## src/car_defines.svh

```systemverilog
`ifndef CAR_DEFINES_SVH
`define CAR_DEFINES_SVH
`define CAR_NUM_PORTS        8
`define CAR_PORT_SPACE_BYTES 32'h0000_1000
`define CAR_LEGACY_TOP       12'h0ff
`define CAR_EXT_BASE         12'h100
`define CAR_WIN_SIZE_BYTES   32'h0002_0000
`define CAR_WIN_MASK         32'hfffe_0000
`define CAR_OFF_BASE_LOW     12'h010
`define CAR_OFF_BASE_HIGH    12'h014
`define CAR_OFF_BUS_NUMS     12'h018
`define CAR_OFF_CMD_STATUS   12'h004
`define CAR_STAT_TGT_ABORT   27
`define CAR_SHADOW_BASE      12'h6c0
`define CAR_PM_LO            12'h040
`define CAR_PM_HI            12'h044
`define CAR_MSI_LO           12'h048
`define CAR_MSI_HI           12'h064
`define CAR_LINKCAP_LO       12'h068
`define CAR_LINKCAP_HI       12'h08c
`define CAR_DEVSPEC_LO       12'h1c0
`define CAR_DEVSPEC_HI       12'hfb0
`define CAR_EEPROM_LO        12'h260
`define CAR_EEPROM_HI        12'h26c
`define CAR_I2C_LO           12'h290
`define CAR_I2C_HI           12'h2c4
`define CAR_HP_LO            12'h1e0
`define CAR_HP_HI            12'h1ec
`define CAR_RST_BASE         32'h0000_0000
`define CAR_DEV_ID_CODE      16'h1234
`endif

```

## src/car_pkg.sv

```systemverilog
package car_pkg;
  typedef enum logic [2:0] {
    CAR_CPL_NONE = 3'h0,
    CAR_CPL_OK   = 3'h1,
    CAR_CPL_UR   = 3'h2
  } car_cpl_t;
  typedef enum logic [1:0] {
    CAR_SRC_LEGACY = 2'h0,
    CAR_SRC_ENH    = 2'h1,
    CAR_SRC_MEM    = 2'h2
  } car_src_t;
  typedef enum logic [3:0] {
    CAR_ST_IDLE = 4'b0001,
    CAR_ST_ROUTE = 4'b0010,
    CAR_ST_REG   = 4'b0100,
    CAR_ST_DONE  = 4'b1000
  } car_state_t;
endpackage

```

## src/car_port_regs.sv

```systemverilog
`timescale 1ns/1ps
`default_nettype none
`include "car_defines.svh"
// one port's register space; storage for fields this block owns
module car_port_regs #(
  parameter int PORT_IDX = 0
) (
  // clock and reset
  input  wire logic        core_clk_in,
  input  wire logic        sys_rst_in,
  // access
  input  wire logic        sel_in,
  input  wire logic        wr_in,
  input  wire logic [11:0] off_in,
  input  wire logic [31:0] wdata_in,
  input  wire logic [3:0]  be_in,
  input  wire logic        tgt_abort_set_in,
  input  wire logic [31:0] shadow_low_in,
  input  wire logic [31:0] shadow_high_in,
  input  wire logic        shadow_wr_in,
  input  wire logic [2:0]  up_port_in,
  output logic      [31:0] rdata_out,
  output logic      [7:0]  sec_bus_out,
  output logic      [7:0]  sub_bus_out,
  output logic      [31:0] base_low_out,
  output logic      [31:0] base_high_out
);
  logic [31:0] base_low_q, base_low_d, base_high_q, base_high_d;
  logic [31:0] bus_q, bus_d, scratch_q, scratch_d;
  logic        abort_q, abort_d;
  logic [31:0] shadow_q [0:15];
  logic [31:0] shadow_d [0:15];
  logic [31:0] wmask;
  logic        ext_ok;

  function automatic logic in_rng(input logic [11:0] o, lo, hi);
    return (o >= lo) && (o <= hi);
  endfunction

  always_comb begin
    wmask = {{8{be_in[3]}}, {8{be_in[2]}}, {8{be_in[1]}}, {8{be_in[0]}}};
    base_low_d  = base_low_q;
    base_high_d = base_high_q;
    bus_d       = bus_q;
    scratch_d   = scratch_q;
    abort_d     = abort_q | tgt_abort_set_in;
    for (int i = 0; i < 16; i++) shadow_d[i] = shadow_q[i];
    if (PORT_IDX == 0 && shadow_wr_in) begin
      shadow_d[{up_port_in, 1'b0}] = shadow_low_in;
      shadow_d[{up_port_in, 1'b1}] = shadow_high_in;
    end
    if (sel_in && wr_in) begin
      unique case (off_in)
        `CAR_OFF_BASE_LOW:
          base_low_d = (base_low_q & ~wmask) | (wdata_in & wmask);
        `CAR_OFF_BASE_HIGH:
          base_high_d = (base_high_q & ~wmask) | (wdata_in & wmask);
        `CAR_OFF_BUS_NUMS:
          bus_d = (bus_q & ~wmask) | (wdata_in & wmask);
        `CAR_OFF_CMD_STATUS:
          // set wins over clear; only a written one clears
          if (be_in[3] && wdata_in[`CAR_STAT_TGT_ABORT]
              && !tgt_abort_set_in) abort_d = 1'b0;
        default: begin
          if (PORT_IDX == 0 && off_in[11:6] == `CAR_SHADOW_BASE >> 6)
            shadow_d[off_in[5:2]] =
              (shadow_q[off_in[5:2]] & ~wmask) | (wdata_in & wmask);
          else if (in_rng(off_in, `CAR_DEVSPEC_LO, `CAR_DEVSPEC_HI)
                   && ext_ok)
            scratch_d = (scratch_q & ~wmask) | (wdata_in & wmask);
        end
      endcase
    end
  end

  // hot plug block exists only on ports 1..3; elsewhere reserved
  assign ext_ok = !in_rng(off_in, `CAR_HP_LO, `CAR_HP_HI) ||
                  (PORT_IDX >= 1 && PORT_IDX <= 3);

  always_comb begin
    rdata_out = 32'h0;
    unique case (off_in)
      12'h000: rdata_out = {`CAR_DEV_ID_CODE, 16'h0}; // arbitrary id
      // capability list flag is bit 20; every other unowned bit reads zero
      `CAR_OFF_CMD_STATUS: rdata_out = {4'h0, abort_q, 6'h0, 1'b1, 20'h0};
      `CAR_OFF_BASE_LOW:  rdata_out = base_low_q;
      `CAR_OFF_BASE_HIGH: rdata_out = base_high_q;
      `CAR_OFF_BUS_NUMS:  rdata_out = {8'h0, bus_q[23:0]};
      // capability ids at their fixed places
      `CAR_PM_LO:      rdata_out = {16'h0, 8'h48, 8'h01};
      `CAR_MSI_LO:     rdata_out = {16'h0, 8'h68, 8'h05};
      `CAR_LINKCAP_LO: rdata_out = {16'h0, 8'h90, 8'h10};
      default: begin
        // switch-wide blocks live in port 0 only
        if (PORT_IDX == 0 && off_in[11:6] == `CAR_SHADOW_BASE >> 6)
          rdata_out = shadow_q[off_in[5:2]];
        else if (PORT_IDX == 0 &&
                 (in_rng(off_in, `CAR_EEPROM_LO, `CAR_EEPROM_HI) ||
                  in_rng(off_in, `CAR_I2C_LO, `CAR_I2C_HI)))
          rdata_out = scratch_q;
        else if (in_rng(off_in, `CAR_DEVSPEC_LO, `CAR_DEVSPEC_HI) && ext_ok)
          rdata_out = scratch_q;
      end
    endcase
  end

  always_ff @(posedge core_clk_in) begin
    if (sys_rst_in) begin
      base_low_q  <= `CAR_RST_BASE;
      base_high_q <= `CAR_RST_BASE;
      bus_q       <= 32'h0;
      scratch_q   <= 32'h0;
      abort_q     <= 1'b0;
      for (int i = 0; i < 16; i++) shadow_q[i] <= 32'h0;
    end else begin
      base_low_q  <= base_low_d;
      base_high_q <= base_high_d;
      bus_q       <= bus_d;
      scratch_q   <= scratch_d;
      abort_q     <= abort_d;
      for (int i = 0; i < 16; i++) shadow_q[i] <= shadow_d[i];
    end
  end

  assign sec_bus_out   = bus_q[15:8];
  assign sub_bus_out   = bus_q[23:16];
  assign base_low_out  = base_low_q;
  assign base_high_out = base_high_q;
endmodule
`default_nettype wire

```

## src/car_router.sv

```systemverilog
`timescale 1ns/1ps
`default_nettype none
`include "car_defines.svh"
module car_router (
  // clock and reset
  input  wire logic        core_clk_in,
  input  wire logic        sys_rst_in,
  // request from the upstream link
  input  wire logic        req_valid_in,
  input  wire logic [1:0]  req_src_in,
  input  wire logic        req_type1_in,
  input  wire logic        req_wr_in,
  input  wire logic [7:0]  req_bus_in,
  input  wire logic [4:0]  req_dev_in,
  input  wire logic [11:0] req_off_in,
  input  wire logic [63:0] req_addr_in,
  input  wire logic [31:0] req_wdata_in,
  input  wire logic [3:0]  req_be_in,
  // strap and configuration
  input  wire logic [2:0]  up_port_in,
  input  wire logic [7:0]  int_bus_in,
  input  wire logic [3:0]  eeprom_base_wr_in,
  // completion
  output logic             cpl_valid_out,
  output logic [2:0]       cpl_status_out,
  output logic [31:0]      cpl_rdata_out,
  // forward toward a downstream link
  output logic             fwd_valid_out,
  output logic [2:0]       fwd_port_out,
  output logic             fwd_type1_out,
  output logic [7:0]       fwd_bus_out,
  output logic [4:0]       fwd_dev_out,
  output logic [11:0]      fwd_off_out,
  output logic             fwd_wr_out,
  output logic [31:0]      fwd_wdata_out,
  output logic [3:0]       fwd_be_out,
  // captured identity of the upstream port
  output logic [7:0]       up_bus_out,
  output logic [4:0]       up_dev_out
);
  car_pkg::car_state_t st_q, st_d;
  logic [7:0]  up_bus_q, up_bus_d;
  logic [4:0]  up_dev_q, up_dev_d;
  logic        cpl_v_q, cpl_v_d, fwd_v_q, fwd_v_d;
  logic [2:0]  cpl_s_q, cpl_s_d;
  logic [31:0] cpl_r_q, cpl_r_d;
  logic [2:0]  fport_q, fport_d;
  logic        ft1_q, ft1_d;
  logic [2:0]  tgt_q, tgt_d;
  logic        hit_q, hit_d;
  logic        tabort_q, tabort_d;
  logic        sel_v [0:7];
  logic [31:0] rd_v [0:7];
  logic [7:0]  sec_v [0:7];
  logic [7:0]  sub_v [0:7];
  logic [31:0] bl_v [0:7];
  logic [31:0] bh_v [0:7];
  logic [11:0] off_r;
  logic        shadow_wr;
  logic [63:0] base;
  logic [63:0] rel;

  // port n answers internal device n; the upstream bridge is the port named by up_port_in
  function automatic logic is_bridge_dev(input logic [4:0] d);
    return d < 5'(`CAR_NUM_PORTS);
  endfunction

  assign base = {bh_v[up_port_in], bl_v[up_port_in] & `CAR_WIN_MASK};
  assign rel  = req_addr_in - base;
  // mem path keeps the full 12-bit offset, legacy path only 8 bits
  assign off_r = (req_src_in == car_pkg::CAR_SRC_MEM) ? rel[11:0] :
                 (req_src_in == car_pkg::CAR_SRC_LEGACY) ?
                 {4'h0, req_off_in[7:0]} : req_off_in;

  genvar g;
  generate
    for (g = 0; g < `CAR_NUM_PORTS; g++) begin : g_port
      car_port_regs #(.PORT_IDX(g)) u_regs (
        .core_clk_in      (core_clk_in),
        .sys_rst_in       (sys_rst_in),
        .sel_in           (sel_v[g]),
        .wr_in            (req_wr_in && st_q == car_pkg::CAR_ST_REG),
        .off_in           (off_r),
        .wdata_in         (req_wdata_in),
        .be_in            (req_be_in),
        .tgt_abort_set_in (g == 0 && tabort_q),
        .shadow_low_in    (bl_v[up_port_in]),
        .shadow_high_in   (bh_v[up_port_in]),
        .shadow_wr_in     (g == 0 && shadow_wr),
        .up_port_in       (up_port_in),
        .rdata_out        (rd_v[g]),
        .sec_bus_out      (sec_v[g]),
        .sub_bus_out      (sub_v[g]),
        .base_low_out     (bl_v[g]),
        .base_high_out    (bh_v[g])
      );
      assign sel_v[g] = hit_q && tgt_q == 3'(g);
    end
  endgenerate

  // copy base pair one cycle after it was written
  assign shadow_wr = (st_q == car_pkg::CAR_ST_DONE) && hit_q && req_wr_in &&
                     tgt_q == up_port_in &&
                     (off_r == `CAR_OFF_BASE_LOW ||
                      off_r == `CAR_OFF_BASE_HIGH) ||
                     (|eeprom_base_wr_in);

  always_comb begin
    st_d = st_q;
    up_bus_d = up_bus_q;
    up_dev_d = up_dev_q;
    cpl_v_d = 1'b0;
    fwd_v_d = 1'b0;
    cpl_s_d = cpl_s_q;
    cpl_r_d = cpl_r_q;
    fport_d = fport_q;
    ft1_d = ft1_q;
    tgt_d = tgt_q;
    hit_d = hit_q;
    tabort_d = 1'b0;
    unique case (st_q)
      car_pkg::CAR_ST_IDLE: if (req_valid_in) begin
        hit_d = 1'b0;
        st_d = car_pkg::CAR_ST_ROUTE;
        if (!req_type1_in && req_src_in != car_pkg::CAR_SRC_MEM &&
            req_wr_in) begin
          up_bus_d = req_bus_in;
          up_dev_d = req_dev_in;
        end
      end
      car_pkg::CAR_ST_ROUTE: begin
        st_d = car_pkg::CAR_ST_DONE;
        cpl_s_d = car_pkg::CAR_CPL_UR;
        cpl_r_d = 32'h0;
        if (req_src_in == car_pkg::CAR_SRC_MEM) begin
          if (rel < 64'(`CAR_WIN_SIZE_BYTES)) begin
            cpl_s_d = car_pkg::CAR_CPL_OK;
            if (rel[16:15] == 2'h0) begin
              tgt_d = rel[14:12];
              hit_d = 1'b1;
              st_d = car_pkg::CAR_ST_REG;
            end else begin
              tabort_d = 1'b1;
            end
          end
        end else if (!req_type1_in) begin
          tgt_d = up_port_in;
          hit_d = !(req_src_in == car_pkg::CAR_SRC_ENH &&
                    req_off_in >= `CAR_DEVSPEC_LO);
          cpl_s_d = hit_d ? car_pkg::CAR_CPL_OK : car_pkg::CAR_CPL_UR;
          st_d = hit_d ? car_pkg::CAR_ST_REG : car_pkg::CAR_ST_DONE;
        end else if (req_bus_in == int_bus_in) begin
          if (is_bridge_dev(req_dev_in)) begin
            tgt_d = req_dev_in[2:0];
            hit_d = !(req_src_in == car_pkg::CAR_SRC_ENH &&
                      req_off_in >= `CAR_DEVSPEC_LO);
            cpl_s_d = hit_d ? car_pkg::CAR_CPL_OK : car_pkg::CAR_CPL_UR;
            st_d = hit_d ? car_pkg::CAR_ST_REG : car_pkg::CAR_ST_DONE;
          end
        end else begin
          for (int p = `CAR_NUM_PORTS - 1; p >= 0; p--) begin
            if (p != int'(up_port_in) && req_bus_in >= sec_v[p] &&
                req_bus_in <= sub_v[p] && sec_v[p] != 8'h0) begin
              fport_d = 3'(p);
              if (req_bus_in == sec_v[p]) begin
                ft1_d = 1'b0;
                cpl_s_d = (req_dev_in == 5'h0) ? car_pkg::CAR_CPL_NONE :
                          car_pkg::CAR_CPL_UR;
              end else begin
                ft1_d = 1'b1;
                cpl_s_d = car_pkg::CAR_CPL_NONE;
              end
            end
          end
        end
      end
      car_pkg::CAR_ST_REG: begin
        cpl_r_d = req_wr_in ? 32'h0 : rd_v[tgt_q];
        st_d = car_pkg::CAR_ST_DONE;
      end
      car_pkg::CAR_ST_DONE: begin
        // a forward is issued instead of a completion
        if (cpl_s_q == car_pkg::CAR_CPL_NONE) fwd_v_d = 1'b1;
        else cpl_v_d = 1'b1;
        st_d = car_pkg::CAR_ST_IDLE;
      end
      default: st_d = car_pkg::CAR_ST_IDLE;
    endcase
  end

  always_ff @(posedge core_clk_in) begin
    if (sys_rst_in) begin
      st_q <= car_pkg::CAR_ST_IDLE;
      up_bus_q <= 8'h0;
      up_dev_q <= 5'h0;
      cpl_v_q <= 1'b0;
      fwd_v_q <= 1'b0;
      cpl_s_q <= 3'h0;
      cpl_r_q <= 32'h0;
      fport_q <= 3'h0;
      ft1_q <= 1'b0;
      tgt_q <= 3'h0;
      hit_q <= 1'b0;
      tabort_q <= 1'b0;
    end else begin
      st_q <= st_d;
      up_bus_q <= up_bus_d;
      up_dev_q <= up_dev_d;
      cpl_v_q <= cpl_v_d;
      fwd_v_q <= fwd_v_d;
      cpl_s_q <= cpl_s_d;
      cpl_r_q <= cpl_r_d;
      fport_q <= fport_d;
      ft1_q <= ft1_d;
      tgt_q <= tgt_d;
      hit_q <= hit_d;
      tabort_q <= tabort_d;
    end
  end

  // forward fields are held stable by the requester until the pulse
  always_ff @(posedge core_clk_in) begin
    if (sys_rst_in) begin
      fwd_bus_out <= 8'h0;
      fwd_dev_out <= 5'h0;
      fwd_off_out <= 12'h0;
      fwd_wr_out <= 1'b0;
      fwd_wdata_out <= 32'h0;
      fwd_be_out <= 4'h0;
    end else begin
      fwd_bus_out <= req_bus_in;
      fwd_dev_out <= req_dev_in;
      fwd_off_out <= req_off_in;
      fwd_wr_out <= req_wr_in;
      fwd_wdata_out <= req_wdata_in;
      fwd_be_out <= req_be_in;
    end
  end

  assign cpl_valid_out = cpl_v_q;
  assign cpl_status_out = cpl_s_q;
  assign cpl_rdata_out = cpl_r_q;
  assign fwd_valid_out = fwd_v_q;
  assign fwd_port_out = fport_q;
  assign fwd_type1_out = ft1_q;
  assign up_bus_out = up_bus_q;
  assign up_dev_out = up_dev_q;
endmodule
`default_nettype wire

```

## config.mk

```make
export PLATFORM = sky130hd
export DESIGN_NAME = car_router
export DESIGN_NICKNAME = d
export VERILOG_FILES = /design/src/car_pkg.sv /design/src/car_port_regs.sv /design/src/car_router.sv
export VERILOG_INCLUDE_DIRS = /design/src
export SDC_FILE = /design/constraint.sdc
export NUM_CORES = 2
export LEC_CHECK = 0
export BUFFER_PORTS_ARGS = -buffer_cell sky130_fd_sc_hd__buf_4
export CAP_MARGIN = 15
export CORE_MARGIN = 2
export CORE_UTILIZATION = 37
export CTS_CLUSTER_SIZE = 40
export DETAILED_ROUTE_END_ITERATION = 12
export GPL_ROUTABILITY_DRIVEN = 0
export PLACE_DENSITY_LB_ADDON = 0.05
export SETUP_SLACK_MARGIN = 0.15
export SLEW_MARGIN = 10
export SYNTH_ARGS = -nofsm -noshare
export SYNTH_HDL_FRONTEND = slang
export SYNTH_SLANG_ARGS = --single-unit
```

## constraint.sdc

```tcl
create_clock -name core_clk_in -period 13.4 [get_ports core_clk_in]
set_clock_uncertainty 0.05 [all_clocks]
set_input_delay 4.02 -clock core_clk_in [delete_from_list [all_inputs] [get_ports core_clk_in]]
set_output_delay 4.02 -clock core_clk_in [all_outputs]
set_load 0.02 [all_outputs]
```

==> out/qor.csv <==
metric,value,unit
top-area cell type share of the netlist area,38.7,%
Hold Fails Final Rpt,0,
Final nets,10600,
cell taking the most area after synthesis,dfxtp_1,
Placement Cell Area,87000,µm²
cells on worst reg2reg path,14,
f_max,0.0995,GHz
row cnt,173,
post-synthesis sequential area ratio,38.7,%
Post-CTS Hold Buffers,0,
multi-input logic area,47000,µm²
Area contributors post-synth,"dfxtp_1 (39%), nor2_1 (13%), a21oi_1 (9.7%)",
most frequent cells in the layout,"nor2_1 (2757), a21oi_1 (1601), dfxtp_1 (1594)",
PwrDens,122,nW/µm²
hpwl dp,252000,µm
largest net degree at the start of global routing,199,
Min-Delay Path Depth,2,
pre-CTS worst setup slack,2.60,ns
"Largest stage delay, worst path",0.69,ns
yosys warns,0,
fraction of registers with async set/reset,0,%
register area,32000,µm²
Initial Util,37.2,%
"Slew Viols, Final",0,
flop2flop setup slack,7.16,ns
Cells after Synth,10500,
I/O pin count,263,
status,finished clean,
CTS-repair resized insts,0,
Die ar.,227000,µm²
"EDFF count, synth",0,
initial antenna violation count,16,
"Max FO, Critical Path",46,
clock root cell,clkbuf_16,
post-route core utilization,42.1,%
RSZ-0062 raised after global routing,false,
min-delay src,cpl_rdata_out[25]$_SDFFE_PP0P_,
clk sinks,1597,
worst path cell trace,clkbuf_8 -> buf_4 -> mux4_2 -> mux2i_1 -> buf_4 -> ha_1 -> and4_1 -> and2_1 -> a221oi_1 -> nand2_1 -> nor4_1 -> nor3_1 -> or4_1 -> or4_4 -> nor3_2 -> nand2_1 -> a31o_1,
Die Span X,477,µm
max-cap violations,0,
number of global-route vias before repair,73900,
fin crit period,10.05,ns
Final ANT Viol Nets,0,
wire per inst,28.8,µm
PortBufs,261,
Clock transition at path regs,0.06,ns
setup_tns,0,ns
H-tree Lvls,4,
first-pass GRT wire length,548000,µm
DR DRC count,0,
Worst EP required,14.10,ns
DR vias,80600,
Setup Buffers After CTS,0,
mapped cell area,82700,µm²
Clock Path Buffers,3,
CTS Buf Count,190,
Crit. End Element,flip-flop,
Avg Vias per Cell,6.02,
non-filler cells in the finished layout,13400,
worst setup margin,3.35,ns
Slew Limit Headroom,12.3,%
Hold EP,cpl_rdata_out[25]$_SDFFE_PP0P_,
post-synth net total,10900,
WL final,386000,µm
Post-Place Cells,13000,
average size of a mapped cell,7.85,µm²
CP max-delay cell,buf_4,
gr ovfl total,0,
Pleak,0.0364,µW
kind of critical path,in2reg,
"Distinct cells, synth",90,
die height,477,µm
post-route design area,93500,µm²
Worst Tran Pin Value,1.31,ns
Final period util,75.0,%
Detailed Route Iter0 Violations,9391,
synthesized flop and latch total,1597,
"Top FF cell, synth",dfxtp_1,
"commonest non-fill, non-tap cell in the layout",nor2_1,
router iterations before antenna repair,12,
Worst R2R End,st_q[3]$_SDFFE_PP0N_,
Max rail drop VDD,114,µV
CTS tree,yes,
All-Layer GR Usage,32.5,%
CP Launch Type,input pin,
clk_lat worst skew,0.88,ns
Hold WC Path Type,reg2reg,
# fillers,22400,
Finish-stage setup viols,0,
synthesis-to-layout area growth,13.1,%
"Arr. time, crit path",10.75,ns
core box area,222000,µm²
share of cells above drive strength 1,10.1,%
## kinds of logic after synthesis
family / count (synthesis) / synth area share [%]
simple gates: 3871 / 19.3
compound gates: 2857 / 20.8
flops: 1597 / 38.7
buf+inv: 1100 / 5.21
mux: 899 / 13.0
fa+ha+maj: 175 / 2.66
xor+xnor: 28 / 0.297
other cells: 1 / 0.00454
## cells in the mapped netlist (8+ instances only)
cell / number
nor2_1: 2767
a21oi_1: 1602
dfxtp_1: 1597
mux2i_1: 741
clkbuf_1: 723
nand2_1: 501
a22oi_1: 375
a31oi_1: 179
ha_1: 174
inv_1: 164
mux4_2: 139
nand3_1: 138
o21ai_0: 133
buf_2: 126
a221o_1: 100
o22ai_1: 89
nor4_1: 86
nor2b_1: 83
buf_1: 82
nor3_1: 69
a221oi_1: 66
o211ai_1: 61
and3_1: 52
a21o_1: 50
nand4_1: 46
a41oi_1: 29
nand2b_1: 27
a211oi_1: 23
mux2_2: 19
xor2_1: 19
o21a_1: 18
o21ai_1: 18
or3_1: 15
o31ai_1: 14
or4_1: 13
and4_1: 12
a211o_1: 10
a2111oi_0: 9
a21boi_0: 9
o21bai_1: 9
xnor2_1: 9
and2_1: 8
nor3b_1: 8
## layout make-up
type	count	share of cell area, %
Multi-Input combinational cell	7831	50.3
Sequential cell	1597	34.2
Clock buffer	290	5.96
Tap cell	2975	3.98
Timing Repair Buffer	461	3.90
Clock inverter	67	0.958
Inverter	165	0.665
Antenna cell	9	0.0241
## stage by stage
| step | hold slack, ns | power (µW) |
|---|---|---|
| after CTS | 0.404 | 11400 |
| after global placement | 0.386 | 6050 |
| after global routing | 0.422 | 11700 |
| after detailed placement | 0.392 | 6060 |
| after floorplan | 0.363 | 5640 |
| final | 0.399 | 11400 |
## critical path: cells and delay by family
kind / cells / cell delay, ns
mux: 2 / 1.01
buf+inv: 3 / 1.44
fa+ha+maj: 1 / 0.37
compound gates: 2 / 0.80
simple gates: 9 / 2.99
## worst max path at each step
stage                     cells past startpoint  slack, ns          start                   end
after floorplan                              22       3.13  up_port_in[1]  st_q[3]$_SDFFE_PP0N_
after global placement                       17       2.68  up_port_in[1]  st_q[3]$_SDFFE_PP0N_
after detailed placement                     17       2.60  up_port_in[1]  st_q[3]$_SDFFE_PP0N_
after CTS                                    17       3.48  up_port_in[1]  st_q[3]$_SDFFE_PP0N_
after global routing                         17       3.09  up_port_in[1]  st_q[3]$_SDFFE_PP0N_
final                                        17       3.35  up_port_in[1]  st_q[3]$_SDFFE_PP0N_
## layer usage
layer,track usage (%),vias to the layer above,part of all wire (%)
met2,50.2,3644,44
met5,0,-,0.021
met3,5.54,717,7.8
li1,-,36600,-
met1,44.4,39700,43
met4,14.4,14,4.7
## power breakdown
group / internal [µW] / switching (µW) / leakage [µW]
registers: 4830 / 45.1 / 0.0129
clock network: 3100 / 2310 / 0.00318
logic: 326 / 773 / 0.0203
total: 8260 / 3130 / 0.0364
No activity file was read; power rests on OpenSTA's default activity.
